===== src/rad_pkg.sv =====
// Shared constants for the region attribute decoder
// Function
// - Size code zero disables; decode block sizes.
// - Unmapped addresses use local bus; caching follows the pins only while range 7 is off.
// - Conflicting overlaps: uncached, strong, local bus.
// - Ranges 0-6: bit 0 set means uncached.
// - Range 7: bit 0 caches; outside uncached.
// - Bit 1 allows weak write order, write-back.
// - Bit 2 negates lock pin, with exceptions.
// - Weak lock may cache; global bit too.
// - Bit 3 gathers sequential writes, eight bytes.
// - Gathering works cached and uncached alike.
// - Bit 4 makes cacheable region write-through.
// - Bit 5 suppresses local bus indicator.
// - Attribute bits 6 and 7 reserved.
// - Identification registers read-only via index/data.
// - Device number; stepping and revision nibbles.
package rad_pkg;
   localparam int          RAD_NUM_RANGES   = 8;
   localparam int          RAD_MAIN_RANGE   = 7;
   // I/O ports of the index/data pair
   localparam logic [7:0]  RAD_PORT_INDEX   = 8'h22;
   localparam logic [7:0]  RAD_PORT_DATA    = 8'h23;
   // Register indices
   localparam logic [7:0]  RAD_IDX_DEVICE   = 8'hFE;
   localparam logic [7:0]  RAD_IDX_STEPREV  = 8'hFF;
   localparam logic [7:0]  RAD_IDX_ARR_BASE = 8'hC4;
   localparam logic [7:0]  RAD_ARR_STRIDE   = 8'h03;
   localparam logic [7:0]  RAD_IDX_RCR_BASE = 8'hDC;
   localparam logic [7:0]  RAD_IDX_CFG      = 8'hE8;
   // Attribute bit positions
   localparam int          RAD_ATTR_CACHE   = 0;
   localparam int          RAD_ATTR_WWO     = 1;
   localparam int          RAD_ATTR_WL      = 2;
   localparam int          RAD_ATTR_WG      = 3;
   localparam int          RAD_ATTR_WT      = 4;
   localparam int          RAD_ATTR_NLB     = 5;
   localparam logic [7:0]  RAD_ATTR_MASK    = 8'h3F;
   localparam int          RAD_CFG_WLOCK    = 4;
   localparam logic [7:0]  RAD_CFG_MASK     = 8'h10;
   // Size codes
   localparam logic [3:0]  RAD_SIZE_OFF     = 4'h0;
   localparam logic [3:0]  RAD_SIZE_FULL    = 4'hF;
   localparam logic [4:0]  RAD_MAIN_SHIFT   = 5'h06;
   // Access sizes
   localparam logic [1:0]  RAD_ACC_BYTE     = 2'h0;
   localparam logic [1:0]  RAD_ACC_WORD     = 2'h1;
   localparam logic [1:0]  RAD_ACC_DWORD    = 2'h2;
   // Reset values
   localparam logic [7:0]  RAD_RCR_RESET    = 8'h00;
   localparam logic [19:0] RAD_START_RESET  = 20'h00000;
   localparam logic [7:0]  RAD_CFG_RESET    = 8'h00;
endpackage


===== src/rad_range_match.sv =====
// Address match for one programmable range
`timescale 1ns/1ps
module rad_range_match
   import rad_pkg::*;
#(
   parameter bit IS_MAIN = 1'b0
) (
   input  wire logic [19:0] start,
   input  wire logic [3:0]  size,
   input  wire logic [19:0] page,
   output logic             hit
);
   logic [4:0]  shift;
   logic [19:0] mask;

   // Block size as a count of ignored 4 KByte page bits
   always_comb begin
      shift = 5'({1'b0, size} - 5'h01) + (IS_MAIN ? RAD_MAIN_SHIFT : 5'h00);
      if (size == RAD_SIZE_FULL) begin
         mask = '0;
      end else begin
         mask = ~20'((20'h00001 << shift) - 20'h00001);
      end
      // Ignored bits of a misaligned start are masked off, so it matches its aligned block
      hit = (size != RAD_SIZE_OFF) && (((page ^ start) & mask) == '0);
   end
endmodule


===== src/rad_write_gather.sv =====
// Eight-byte write gathering buffer toward the 64-bit bus
`timescale 1ns/1ps
module rad_write_gather
   import rad_pkg::*;
(
   input  wire logic        clk,
   input  wire logic        arst_n,
   input  wire logic        wr_valid,
   input  wire logic        gather_en,
   input  wire logic [31:0] wr_addr,
   input  wire logic [1:0]  wr_size,
   input  wire logic [31:0] wr_data,
   output logic             bus_wr_valid,
   output logic [28:0]      bus_wr_addr,
   output logic [63:0]      bus_wr_data,
   output logic [7:0]       bus_wr_be
);
   logic        active;
   logic        pending;
   logic [28:0] buf_qw;
   logic [63:0] buf_data;
   logic [7:0]  buf_be;
   logic [31:0] next_seq;
   logic [7:0]  new_be;
   logic [63:0] new_data;
   logic [31:0] bytes;
   logic        seq;
   logic [7:0]  merged_be;
   logic [63:0] merged_data;

   // Lane placement of the incoming write
   always_comb begin
      unique case (wr_size)
         RAD_ACC_BYTE:  bytes = 32'h00000001;
         RAD_ACC_WORD:  bytes = 32'h00000002;
         default:       bytes = 32'h00000004;
      endcase
      new_be   = 8'(((9'h001 << bytes[3:0]) - 9'h001) << wr_addr[2:0]);
      new_data = 64'({32'h00000000, wr_data} << {wr_addr[2:0], 3'h0});
      seq      = active && !pending && gather_en && (wr_addr == next_seq)
                 && (wr_addr[31:3] == buf_qw);
      merged_be = buf_be | new_be;
      merged_data = buf_data;
      for (int i = 0; i < 8; i++) begin
         if (new_be[i]) begin
            merged_data[i*8 +: 8] = new_data[i*8 +: 8];
         end
      end
   end

   // One bus write at most per cycle; a buffer that cannot gather is emitted late
   always_ff @(posedge clk or negedge arst_n) begin
      if (!arst_n) begin
         active       <= 1'b0;
         pending      <= 1'b0;
         buf_qw       <= '0;
         buf_data     <= '0;
         buf_be       <= '0;
         next_seq     <= '0;
         bus_wr_valid <= 1'b0;
         bus_wr_addr  <= '0;
         bus_wr_data  <= '0;
         bus_wr_be    <= '0;
      end else begin
         bus_wr_valid <= 1'b0;
         if (wr_valid && seq) begin
            if (&merged_be) begin
               bus_wr_valid <= 1'b1;
               bus_wr_addr  <= buf_qw;
               bus_wr_data  <= merged_data;
               bus_wr_be    <= merged_be;
               active       <= 1'b0;
            end else begin
               buf_be   <= merged_be;
               buf_data <= merged_data;
               next_seq <= wr_addr + bytes;
            end
         end else if (wr_valid) begin
            if (active) begin
               bus_wr_valid <= 1'b1;
               bus_wr_addr  <= buf_qw;
               bus_wr_data  <= buf_data;
               bus_wr_be    <= buf_be;
            end
            active   <= 1'b1;
            pending  <= !gather_en;
            buf_qw   <= wr_addr[31:3];
            buf_data <= new_data;
            buf_be   <= new_be;
            next_seq <= wr_addr + bytes;
         end else if (active && pending) begin
            bus_wr_valid <= 1'b1;
            bus_wr_addr  <= buf_qw;
            bus_wr_data  <= buf_data;
            bus_wr_be    <= buf_be;
            active       <= 1'b0;
         end
      end
   end
endmodule


===== src/region_attribute_decoder.sv =====
// Region attribute decoder: range registers, attribute resolution, write gathering
`timescale 1ns/1ps
module rad_region_attribute_decoder
   import rad_pkg::*;
#(
   parameter logic [7:0] DEVICE_NUMBER   = 8'h5A, // Arbitrary value
   parameter logic [3:0] STEPPING_NUMBER = 4'h1,  // Arbitrary value
   parameter logic [3:0] REVISION_NUMBER = 4'h2   // Arbitrary value
) (
   input  wire logic        clk,
   input  wire logic        arst_n,
   input  wire logic        io_wr,
   input  wire logic        io_rd,
   input  wire logic [7:0]  io_port,
   input  wire logic [7:0]  io_wdata,
   output logic [7:0]       io_rdata,
   input  wire logic        acc_valid,
   input  wire logic [31:0] acc_addr,
   input  wire logic        acc_write,
   input  wire logic [1:0]  acc_size,
   input  wire logic [31:0] acc_wdata,
   input  wire logic        acc_locked,
   input  wire logic        acc_page_table,
   input  wire logic        acc_inta,
   input  wire logic        global_cache_off,
   input  wire logic        cache_enable_in_n,
   input  wire logic        write_policy_in,
   output logic             attr_valid,
   output logic             local_bus_ind_n,
   output logic             lock_out_n,
   output logic             locked_internal,
   output logic             cacheable,
   output logic             write_back,
   output logic             weak_write_order,
   output logic             region_hit,
   output logic             region_conflict,
   output logic             bus_wr_valid,
   output logic [28:0]      bus_wr_addr,
   output logic [63:0]      bus_wr_data,
   output logic [7:0]       bus_wr_be
);
   logic [7:0]  index;
   logic [19:0] range_start [RAD_NUM_RANGES];
   logic [3:0]  range_size  [RAD_NUM_RANGES];
   logic [7:0]  region_attributes [RAD_NUM_RANGES];
   logic [7:0]  config_control_1;
   logic [RAD_NUM_RANGES-1:0] hits;
   logic [5:0]  norm_attr [RAD_NUM_RANGES];
   logic [2:0]  ken_sync;
   logic [2:0]  wp_sync;
   logic        ken_ok;
   logic        wp_ok;
   logic        any_hit;
   logic        conflict;
   logic [5:0]  sel_attr;
   logic        main_defined;
   logic        r_lb;
   logic        r_cache;
   logic        r_wb;
   logic        r_wg;
   logic        r_wl;
   logic        r_wwo;
   logic        weak_eff;
   logic        next_cacheable;
   logic        next_lock_pin;
   logic        next_lock_int;
   logic [7:0]  next_rdata;
   logic        data_wr;

   assign data_wr = io_wr && (io_port == RAD_PORT_DATA);

   // Pin inputs: three stages, a change counts once stages two and three agree
   always_ff @(posedge clk or negedge arst_n) begin
      if (!arst_n) begin
         ken_sync <= 3'h7;
         wp_sync  <= 3'h0;
         ken_ok   <= 1'b0;
         wp_ok    <= 1'b0;
      end else begin
         ken_sync <= {ken_sync[1:0], cache_enable_in_n};
         wp_sync  <= {wp_sync[1:0], write_policy_in};
         if (ken_sync[1] == ken_sync[2]) begin
            ken_ok <= !ken_sync[2];
         end
         if (wp_sync[1] == wp_sync[2]) begin
            wp_ok <= wp_sync[2];
         end
      end
   end

   // Index latch for the index/data port pair
   always_ff @(posedge clk or negedge arst_n) begin
      if (!arst_n) begin
         index <= 8'h00;
      end else if (io_wr && (io_port == RAD_PORT_INDEX)) begin
         index <= io_wdata;
      end
   end

   // Range and attribute storage; identification indices have no storage and ignore writes
   always_ff @(posedge clk or negedge arst_n) begin
      if (!arst_n) begin
         for (int n = 0; n < RAD_NUM_RANGES; n++) begin
            range_start[n]       <= RAD_START_RESET;
            range_size[n]        <= RAD_SIZE_OFF;
            region_attributes[n] <= RAD_RCR_RESET;
         end
         config_control_1 <= RAD_CFG_RESET;
      end else if (data_wr) begin
         for (int n = 0; n < RAD_NUM_RANGES; n++) begin
            if (index == 8'(RAD_IDX_ARR_BASE + RAD_ARR_STRIDE * n)) begin
               range_start[n][19:12] <= io_wdata;
            end
            if (index == 8'(RAD_IDX_ARR_BASE + RAD_ARR_STRIDE * n + 1)) begin
               range_start[n][11:4] <= io_wdata;
            end
            if (index == 8'(RAD_IDX_ARR_BASE + RAD_ARR_STRIDE * n + 2)) begin
               range_start[n][3:0] <= io_wdata[7:4];
               range_size[n]       <= io_wdata[3:0];
            end
            if (index == 8'(RAD_IDX_RCR_BASE + n)) begin
               region_attributes[n] <= io_wdata & RAD_ATTR_MASK;
            end
         end
         if (index == RAD_IDX_CFG) begin
            config_control_1 <= io_wdata & RAD_CFG_MASK;
         end
      end
   end

   // Read data multiplexer; unmapped indices read as zero
   always_comb begin
      next_rdata = 8'h00;
      for (int n = 0; n < RAD_NUM_RANGES; n++) begin
         if (index == 8'(RAD_IDX_ARR_BASE + RAD_ARR_STRIDE * n)) begin
            next_rdata = range_start[n][19:12];
         end
         if (index == 8'(RAD_IDX_ARR_BASE + RAD_ARR_STRIDE * n + 1)) begin
            next_rdata = range_start[n][11:4];
         end
         if (index == 8'(RAD_IDX_ARR_BASE + RAD_ARR_STRIDE * n + 2)) begin
            next_rdata = {range_start[n][3:0], range_size[n]};
         end
         if (index == 8'(RAD_IDX_RCR_BASE + n)) begin
            next_rdata = region_attributes[n];
         end
      end
      if (index == RAD_IDX_CFG) begin
         next_rdata = config_control_1;
      end
      if (index == RAD_IDX_DEVICE) begin
         next_rdata = DEVICE_NUMBER;
      end
      if (index == RAD_IDX_STEPREV) begin
         next_rdata = {STEPPING_NUMBER, REVISION_NUMBER};
      end
   end

   // Read data holds until the next data-port read
   always_ff @(posedge clk or negedge arst_n) begin
      if (!arst_n) begin
         io_rdata <= 8'h00;
      end else if (io_rd && (io_port == RAD_PORT_DATA)) begin
         io_rdata <= next_rdata;
      end
   end

   // All eight comparators evaluate every access at once
   generate
      for (genvar g = 0; g < RAD_NUM_RANGES; g++) begin : g_range
         rad_range_match #(
            .IS_MAIN (g == RAD_MAIN_RANGE)
         ) u_match (
            .start (range_start[g]),
            .size  (range_size[g]),
            .page  (acc_addr[31:12]),
            .hit   (hits[g])
         );
         // Bit 0 normalised to a cacheable sense so overlaps compare alike
         assign norm_attr[g] = (g == RAD_MAIN_RANGE) ?
                               region_attributes[g][5:0] :
                               {region_attributes[g][5:1], ~region_attributes[g][RAD_ATTR_CACHE]};
      end
   endgenerate

   // Overlap detection against the first matching range
   always_comb begin
      any_hit  = |hits;
      sel_attr = '0;
      conflict = 1'b0;
      for (int n = RAD_NUM_RANGES - 1; n >= 0; n--) begin
         if (hits[n]) begin
            sel_attr = norm_attr[n];
         end
      end
      for (int n = 0; n < RAD_NUM_RANGES; n++) begin
         if (hits[n] && (norm_attr[n] != sel_attr)) begin
            conflict = 1'b1;
         end
      end
      main_defined = (range_size[RAD_MAIN_RANGE] != RAD_SIZE_OFF);
   end

   // Region attribute resolution
   always_comb begin
      if (!any_hit) begin
         r_lb    = 1'b1;
         r_cache = ken_ok && !main_defined;
         r_wb    = wp_ok;
         r_wg    = 1'b0;
         r_wl    = 1'b0;
         r_wwo   = 1'b0;
      end else if (conflict) begin
         r_lb    = 1'b1;
         r_cache = 1'b0;
         r_wb    = 1'b0;
         r_wg    = 1'b0;
         r_wl    = 1'b0;
         r_wwo   = 1'b0;
      end else begin
         r_lb    = !sel_attr[RAD_ATTR_NLB];
         r_cache = sel_attr[RAD_ATTR_CACHE];
         r_wb    = sel_attr[RAD_ATTR_CACHE] && !sel_attr[RAD_ATTR_WT];
         r_wg    = sel_attr[RAD_ATTR_WG];
         r_wl    = sel_attr[RAD_ATTR_WL];
         // Applies to write-back data even while caching is globally off
         r_wwo   = sel_attr[RAD_ATTR_WWO] && r_wb;
      end
      weak_eff = r_wl || config_control_1[RAD_CFG_WLOCK];
      // A strongly locked cycle is never cached; a weak one may be
      next_cacheable = r_cache && !global_cache_off && !(acc_locked && !weak_eff);
      next_lock_pin  = acc_locked && (!weak_eff || acc_page_table);
      next_lock_int  = acc_locked && (!weak_eff || acc_page_table || acc_inta);
   end

   // Registered attribute outputs, one cycle after the access
   always_ff @(posedge clk or negedge arst_n) begin
      if (!arst_n) begin
         attr_valid       <= 1'b0;
         local_bus_ind_n  <= 1'b1;
         lock_out_n       <= 1'b1;
         locked_internal  <= 1'b0;
         cacheable        <= 1'b0;
         write_back       <= 1'b0;
         weak_write_order <= 1'b0;
         region_hit       <= 1'b0;
         region_conflict  <= 1'b0;
      end else begin
         attr_valid <= acc_valid;
         if (acc_valid) begin
            local_bus_ind_n  <= !r_lb;
            lock_out_n       <= !next_lock_pin;
            locked_internal  <= next_lock_int;
            cacheable        <= next_cacheable;
            write_back       <= r_wb && next_cacheable;
            weak_write_order <= r_wwo;
            region_hit       <= any_hit;
            region_conflict  <= any_hit && conflict;
         end
      end
   end

   // Writes pass through the gathering buffer; bus order stays program order
   rad_write_gather u_gather (
      .clk          (clk),
      .arst_n       (arst_n),
      .wr_valid     (acc_valid && acc_write),
      .gather_en    (r_wg),
      .wr_addr      (acc_addr),
      .wr_size      (acc_size),
      .wr_data      (acc_wdata),
      .bus_wr_valid (bus_wr_valid),
      .bus_wr_addr  (bus_wr_addr),
      .bus_wr_data  (bus_wr_data),
      .bus_wr_be    (bus_wr_be)
   );
endmodule


===== config.mk =====
export PLATFORM = sky130hd
export DESIGN_NAME = rad_region_attribute_decoder
export DESIGN_NICKNAME = d
export VERILOG_FILES = /design/src/rad_pkg.sv /design/src/rad_range_match.sv /design/src/rad_write_gather.sv /design/src/region_attribute_decoder.sv
export SDC_FILE = /design/constraint.sdc
export NUM_CORES = 1
export LEC_CHECK = 0
export ABC_AREA = 1
export BUFFER_PORTS_ARGS = -buffer_cell sky130_fd_sc_hd__buf_2
export CAP_MARGIN = 20
export CORE_MARGIN = 1.5
export CORE_UTILIZATION = 45
export CTS_CLUSTER_SIZE = 24
export DETAILED_ROUTE_END_ITERATION = 10
export PLACE_DENSITY = 0.63
export SETUP_SLACK_MARGIN = 0.2
export SLEW_MARGIN = 25
export SYNTH_ARGS = -nofsm -noshare
export SYNTH_HDL_FRONTEND = slang
export SYNTH_HIERARCHICAL = 1
export SYNTH_SLANG_ARGS = --single-unit

===== constraint.sdc =====
create_clock -name clk -period 10.9 [get_ports clk]
set_input_delay 0.545 -clock clk [delete_from_list [all_inputs] [get_ports clk]]
set_output_delay 0.545 -clock clk [all_outputs]
set_load 0.05 [all_outputs]

# Word level (Yosys, flattened, before mapping)
# Index checks and enable logic that the tools add are counted.
[op_classes]
add_sub_neg = 19
n_mul = 0
n_div = 0
order_cmp = 0
eq_ne = 61
shifts = 11
n_mux = 113
n_bitwise = 33
n_reduce_logical = 108
[ops]
columns = ["operator", "count"]
rows = [
  ["$mux 64", 8],
  ["$mux 8", 51],
  ["$eq 8x8->1 const B", 35],
  ["$and 20x20->20", 8],
  ["$logic_not 20->1", 8],
  ["$mux 20", 8],
  ["$not 20->20", 8],
  ["$shl 1x5->20 const A", 8],
  ["$sub 20x1->20 const B", 8],
  ["$xor 20x20->20", 8],
  ["$mux 29", 5],
  ["$mux 32", 3],
  ["$reduce_and 2->1", 36],
  ["$shl 32x6->64", 1],
  ["$mux 6", 8],
  ["$ne 6x6->1", 8],
  ["$sub 4x1->5 const B", 8],
  ["$logic_and 1x1->1", 36],
  ["$add 32x3->32", 1],
  ["$eq 32x32->1", 1],
  ["$eq 4x4->1 const B", 8],
  ["$reduce_bool 4->1", 8],
  ["$eq 29x29->1", 1],
  ["$mux 1", 29],
  ["20 further kinds", 42],
]
[totals]
reg_bits = 511
latchBits = 0
ram_bits = 0
romBits = 0
in_bits = 94
out_inout_bits = 119
wordCells = 411
mem_count = 0

# Logic depth before layout (Yosys ltp)
[logic_depth]
depth_word = 36
ltp_mapped = 46
ltp_nobuf = 44

# Hierarchy
# The synthesis kept the hierarchy.
[by_module_without_submodules]
columns = ["module", "n_inst", "cells_each", "area_per_inst_um2"]
rows = [
  ["rad_write_gather", 1, 2588, 16104.2],
  ["rad_region_attribute_decoder", 1, 1723, 13515.5],
  ["rad_range_match at g_range[0].u_match ...", 7, 139, 646.9],
  ["rad_range_match at g_range[7].u_match", 1, 118, 553.0],
]

# Least setup slack after synthesis
# OpenSTA, ideal clock, no wires.
[synth_timing]
path_type = "reg-to-reg"
startpoint = "register range_size[7] in the netlist's numbering"
endpoint = "register u_gather.bus_wr_data[35]"
setup_ns = 0.118
t_arrival_ns = 4.884
t_required_ns = 10.782
slack_ns = 5.897
path_stages_with_launch = 42
path_buffers = 3
synth_period_minus_slack_ns = 5.003
cell_sequence = "dfrtp_1 > buf_4 > nor2_2 > nand2_1 > ha_1 > nor2_2 > a21oi_1 > nand2_1 > nand2_1 > nor2_1 > nand3_1 > nor2_1 > nor2_1 > nor2_1 > inv_2 > o211ai_2 > o211ai_2 > o211ai_2 > [6 not listed] > o31ai_1 > nand2_1 > nor2_2 > nand2_2 > nor2_1 > nand3_1 > nor2_1 > nand2_1 > nor2_1 > nand2_1 > nor2_2 > nand3_1 > clkbuf_1 > clkbuf_1 > nand2_1 > nand2_1 > nand3_1 > nand2_1"
[synth_via]
elab_chain_len = 33
elab_cells_between_ends = 53
cone_classes = "2 x add/sub; 11 x eq/ne; 1 x shift; 19 x mux; 2 x bitwise; 18 x reduce/logical"
[synth_lines]
columns = ["item", "line", "text"]
rows = [
  ["start, declared", "region_attribute_decoder.sv:44", "logic [3:0] range_size [RAD_NUM_RANGES];"],
  ["start signal, assigned by index", "region_attribute_decoder.sv:119", "range_size[n] <= io_wdata[3:0];"],
  ["$sub 4x1->5", "rad_range_match.sv:18", "shift = 5'({1'b0, size} - 5'h01) + (IS_MAIN ? RAD_MAIN_SHIFT : 5'h00);"],
  ["$shl 1x5->20", "rad_range_match.sv:22", "mask = ~20'((20'h00001 << shift) - 20'h00001);"],
  ["$sub 20x1->20", "rad_range_match.sv:22", ""],
  ["$not 20->20", "rad_range_match.sv:22", ""],
  ["$mux 20", "rad_range_match.sv:19", "if (size == RAD_SIZE_FULL) begin"],
  ["$and 20x20->20", "rad_range_match.sv:25", "hit = (size != RAD_SIZE_OFF) && (((page ^ start) & mask) == '0);"],
  ["$logic_not 20->1", "rad_range_match.sv:25", ""],
  ["$logic_and 1x1->1 (*)", "rad_range_match.sv:25", ""],
  ["via hits[6]", "region_attribute_decoder.sv:47", "logic [RAD_NUM_RANGES-1:0] hits;"],
  ["[17 not listed]", "--", ""],
  ["$mux 1", "region_attribute_decoder.sv:213", "end else if (conflict) begin"],
  ["$mux 1 (*)", "region_attribute_decoder.sv:206", "if (!any_hit) begin"],
  ["via r_wg", "region_attribute_decoder.sv:60", "logic r_wg;"],
  ["$logic_and 1x1->1 (*) (2 in a row)", "rad_write_gather.sv:40", "seq = active && !pending && gather_en && (wr_addr == next_seq)"],
  ["$logic_and 1x1->1 (*)", "rad_write_gather.sv:41", "&& (wr_addr[31:3] == buf_qw);"],
  ["$logic_and 1x1->1 (*)", "rad_write_gather.sv:66", "if (wr_valid && seq) begin"],
  ["$ne 3x3->1 (no source line), or another cell as far along", "--", ""],
  ["$reduce_and 3->1 (no source line)", "--", ""],
  ["end signal, assigned", "rad_write_gather.sv:70", "bus_wr_data <= merged_data;"],
  ["end signal, assigned", "rad_write_gather.sv:82", "bus_wr_data <= buf_data;"],
  ["end signal, assigned", "rad_write_gather.sv:94", "bus_wr_data <= buf_data;"],
  ["end, declared", "rad_write_gather.sv:15", "output logic [63:0] bus_wr_data,"],
]
# Mark *: on every way through the listed nets, which the timed path passes. The rest lies on a longest branch.
# A chain may end at the register's enable or synchronous reset.

# Final worst setup path
[layout_timing]
startpoint = "register range_size[12] in the netlist's numbering"
endpoint = "register u_gather.buf_be[1]"
[layout_via]
elab_chain_len = 31
elab_cells_between_ends = 50
cone_classes = "2 x add/sub; 10 x eq/ne; 1 x shift; 17 x mux; 2 x bitwise; 18 x reduce/logical"
[layout_lines]
columns = ["item", "line", "text"]
rows = [
  ["$sub 4x1->5", "rad_range_match.sv:18", ""],
  ["$shl 1x5->20", "rad_range_match.sv:22", ""],
  ["$sub 20x1->20", "rad_range_match.sv:22", ""],
  ["$not 20->20", "rad_range_match.sv:22", ""],
  ["$mux 20", "rad_range_match.sv:19", ""],
  ["$and 20x20->20", "rad_range_match.sv:25", ""],
  ["$logic_not 20->1", "rad_range_match.sv:25", ""],
  ["$logic_and 1x1->1 (*)", "rad_range_match.sv:25", ""],
  ["via hits[4]", "region_attribute_decoder.sv:47", ""],
  ["[15 not listed]", "--", ""],
  ["$mux 1", "region_attribute_decoder.sv:213", ""],
  ["$mux 1 (*)", "region_attribute_decoder.sv:206", ""],
  ["via r_wg", "region_attribute_decoder.sv:60", ""],
  ["$logic_and 1x1->1 (*) (2 in a row)", "rad_write_gather.sv:40", ""],
  ["$logic_and 1x1->1 (*)", "rad_write_gather.sv:41", ""],
  ["$logic_and 1x1->1 (*)", "rad_write_gather.sv:66", ""],
  ["$ne 2x2->1 (no source line) or $reduce_bool 2->1 (tied branches)", "--", ""],
  ["$reduce_and 2->1 (no source line)", "--", ""],
  ["end signal, assigned", "rad_write_gather.sv:74", "buf_be <= merged_be;"],
  ["end signal, assigned", "rad_write_gather.sv:89", "buf_be <= new_be;"],
  ["end, declared", "rad_write_gather.sv:22", "logic [7:0] buf_be;"],
]
# Marks and branches as above.

==> run_results.csv <==
group,metric,value,unit
drt,wirelength_per_cell,19.77,um
drt,number_of_iterations_in_the_first_detailed_routing_pass,6,
clock_network,tritoncts.num_buffers,59,
finish,diodes,0,
finish,numnets_final,5593,
drt,via_per_inst,5.446,
power_and_ir_drop,p_int,3660,uW
clock_network,clk_pin_slew_worst_paths,0.06,ns
setup_path,critical_path.most_common_cell,"sky130_fd_sc_hd__nand2_1",
die,die_width,280.7,um
power_and_ir_drop,swShare,0.3300,
clock_network,postCtsHoldBufs,2,
finish,finalCoreUtilization,0.5065,
die,starting_density_of_the_core,0.4561,
die,floorplan.io_pins,213,
die,fp-row-count,101,
clock_network,clk_latency,0.64,ns
timing,setup-violations-final,0,
timing,post-route-period-util,0.7228,
finish,n_fill_cell,7889,
setup_path,worstSetupStartpointType,"register",
finish,layout-drive-gt1-share,0.1005,
power_and_ir_drop,seqPwrFrac,0.393,
clock_network,clk_path_buf_depth,3,
setup_path,worstPathMaxFanout,62,
placement,dpl.hpwl,89360,um
synth,yosysSeqAreaShare,0.3687,
setup_path,critical_path.slowest_cell,"sky130_fd_sc_hd__nand2_4",
power_and_ir_drop,clockPowerShare,0.402,
setup_path,kind_of_end_point_of_the_critical_path,"register",
timing,grt_setup_unrepaired,"false",
drt,drt-initial-drc-count,3530,
timing,hold_viol_final,30,
timing,clock.fmax,126.9,MHz
timing,tns,0,ns
timing,worst_slew_pin_slew,1.051,ns
clock_network,cts.repair.resized,0,
power_and_ir_drop,total_switching_power,1803,uW
die,die_area,0.07879,mm^2
die,core-area,0.07608,mm^2
synth,ys_warn_count,6,
drt,final_antenna_net_count,0,
clock_network,tritoncts_clock_tree,"built",
timing,fin_skew,0.01950,ns
finish,final_cell_mix,"2211 x sky130_fd_sc_hd__nand2_1, 535 x sky130_fd_sc_hd__nand3_1, 506 x sky130_fd_sc_hd__dfrtp_1",
setup_path,critPathArrivalTime,8.45,ns
timing,finalWorstPathRequiredPeriod,7.879,ns
timing,worst_slew_margin_rel,0.2984,
clock_network,clock-root-buffer,"sky130_fd_sc_hd__clkbuf_16",
drt,route.final.wire_length,129800,um
clock_network,clock_tree.htree_level_count,2,
clock_network,post-cts-setup-buffers,0,
drt,dr_total_vias,35740,
finish,regArea,0.01279,mm^2
global_routing,first_pass_grt_wire_length,198600,um
run_status,failing_checks,"negative hold slack",
run,maxCapViolCount,0,
placement,globalplace.congestion,1.004,
finish,layout_commonest_cell,"sky130_fd_sc_hd__nand2_1",
clock_network,clock-sinks,511,
synth,syn_area,0.03470,mm^2
setup_path,worstSetupPathType,"register to register",
global_routing,grt_pass1_vias,33347,
power_and_ir_drop,p_comb_frac,0.205,
die,floorplan.die.height,280.7,um
power_and_ir_drop,powerDensity,141.8,mW/mm^2
synth,syn_avg_cell_area,6.424,um^2
global_routing,grt.overflow.total,0,
power_and_ir_drop,total_leakage_power,0.02080,uW
synth,synth_area_leader_cell,"sky130_fd_sc_hd__dfrtp_1",
placement,place.port_buffers,212,
run_status,status,"finished, violations left",
timing,timing_max_transition_violations_final,0,
finish,area_growth,11.04,%
synth,synth.area.top_cells,"sky130_fd_sc_hd__dfrtp_1 36%, sky130_fd_sc_hd__nand2_1 24%, sky130_fd_sc_hd__nand3_1 7.8%",
global_routing,maximum_number_of_pins_on_one_net_before_global_route_repair,151,
setup_path,slowest_delay,0.76,ns
setup_path,cp.required,11.47,ns
finish,multi_input_comb_area,0.01897,mm^2
global_routing,grtUsageTotal,0.3250,
timing,holdWs,-0.03802,ns
synth,yosys.cell_types.count,60,
drt,drc_errors,0,
power_and_ir_drop,max-vdd-ir-drop,134.7,uV
synth,postSynthCellCount,5402,
synth,ys_ff_latch,511,
synth,synthDominantCellAreaShare,0.3649,
global_routing,grt_antenna_before_repair,2,
min_path,hold_path.class,"primary input to asynchronous set/reset pin",
sequential cells by signal (all words and copies together), names as in the netlist, 29 cells and up:
signal                count
u_gather/next_seq        32
u_gather/buf_qw          29
u_gather/bus_wr_data     64
u_gather/buf_data        64
u_gather/bus_wr_addr     29
range_size               32
range_start             160
norm_attr                41
path summary, 6_finish.rpt:
check / start / to / slack (ns) / cells past startpoint
worst max-delay path: range_size[12]$_DFFE_PN0P_ / u_gather/buf_be[1]$_DFFE_PN0P_ / 3.02 / 41
max in group asynchronous: arst_n / range_start[66]$_DFFE_PN0P_ / 8.92 / 3
worst min register to register: wp_sync[0]$_DFF_PN0_ / wp_sync[1]$_DFF_PN0_ / 0.35 / 0
min in group clk: acc_valid / attr_valid$_DFF_PN0_ / 0.13 / 1
worst max register to register: range_size[12]$_DFFE_PN0P_ / u_gather/buf_be[1]$_DFFE_PN0P_ / 3.02 / 41
worst min-delay path: arst_n / u_gather/bus_wr_addr[8]$_DFFE_PN0P_ / -0.04 / 1
cell families (layout without fill, tap and decap cells):
family / Yosys count / in the layout / synth area share
and+or+nand+nor: 3464 / 3464 / 0.4179
buffers and inverters: 748 / 878 / 0.08733
AOI/OAI and AO/OA: 525 / 525 / 0.08589
DFF: 511 / 511 / 0.3687
xor gates and xnor gates: 139 / 139 / 0.03508
adders and majority gates: 14 / 14 / 0.004976
other: 1 / 2 / 0.0001081
worst max-delay path: cells and delay by family (launching register included):
| kind | cells | cell delay [ns] |
|---|---|---|
| xor gates and xnor gates | 1 | 0.22 |
| AOI/OAI and AO/OA | 6 | 1.06 |
| adders and majority gates | 1 | 0.31 |
| buffers and inverters | 4 | 0.96 |
| DFF | 1 | 0.49 |
| and+or+nand+nor | 29 | 4.72 |
cells in the mapped netlist (all sizes together):
cell,count
o22ai,4
nand2,2254
clkbuf,112
ha,13
dfrtp,506
o2111ai,13
nand3b,1
o221ai,2
nor4,10
xnor2,38
a22o,1
clkinv,4
o21bai,9
nor3b,1
dfstp,5
a221oi,4
o2bb2ai,1
or2,35
o211ai,24
a31oi,2
nand3,549
o21ai,393
conb,1
nor3,17
maj3,1
o21a,1
a21boi,1
nand4,143
and2,1
xor2,101
and3,1
a211oi,3
o31ai,3
nor2,452
buf,109
inv,523
a21oi,64
per-layer routing:
layer,vias to the layer above,GRT usage,share of wire
met2,1471,0.5296,0.45
met4,2,0.1483,0.050
met5,-,0,0.00010
met1,16649,0.4353,0.43
met3,310,0.03317,0.067
li1,17308,-,-
power groups by stage:
stage	sequential (uW)	combinational, uW	clock, uW
floorplan	2470	449	0
global placement	2180	1100	0
detailed placement	2180	1110	0
CTS	2150	1110	2230
global route	2170	1220	2300
finish	2150	1120	2200
cell type report:
cell class                      instances  area share
Multi-Input combinational cell       4144      0.4923
Sequential cell                       511      0.3320
Inverter                              527     0.05140
Clock buffer                           91     0.04722
Timing Repair Buffer                  243     0.03546
Tap cell                             1030     0.03345
Clock inverter                         17    0.008118
through the flow:
step | instances | worst slack, ns | hold WS (ns) | power, uW | instance area, um^2
floorplan | 5403 | 5.897 | 0.2494 | 2915 | 34700
global placement | 6450 | 2.633 | 0.3353 | 3279 | 36310
detailed placement | 6451 | 2.560 | 0.3347 | 3289 | 36330
CTS | 6561 | 2.551 | 0.008526 | 5491 | 38480
global route | 6563 | 2.361 | 0.03610 | 5686 | 38530
finish | 6563 | 3.021 | -0.03802 | 5464 | 38530
Note: power is estimated with default switching activity, not from simulation.
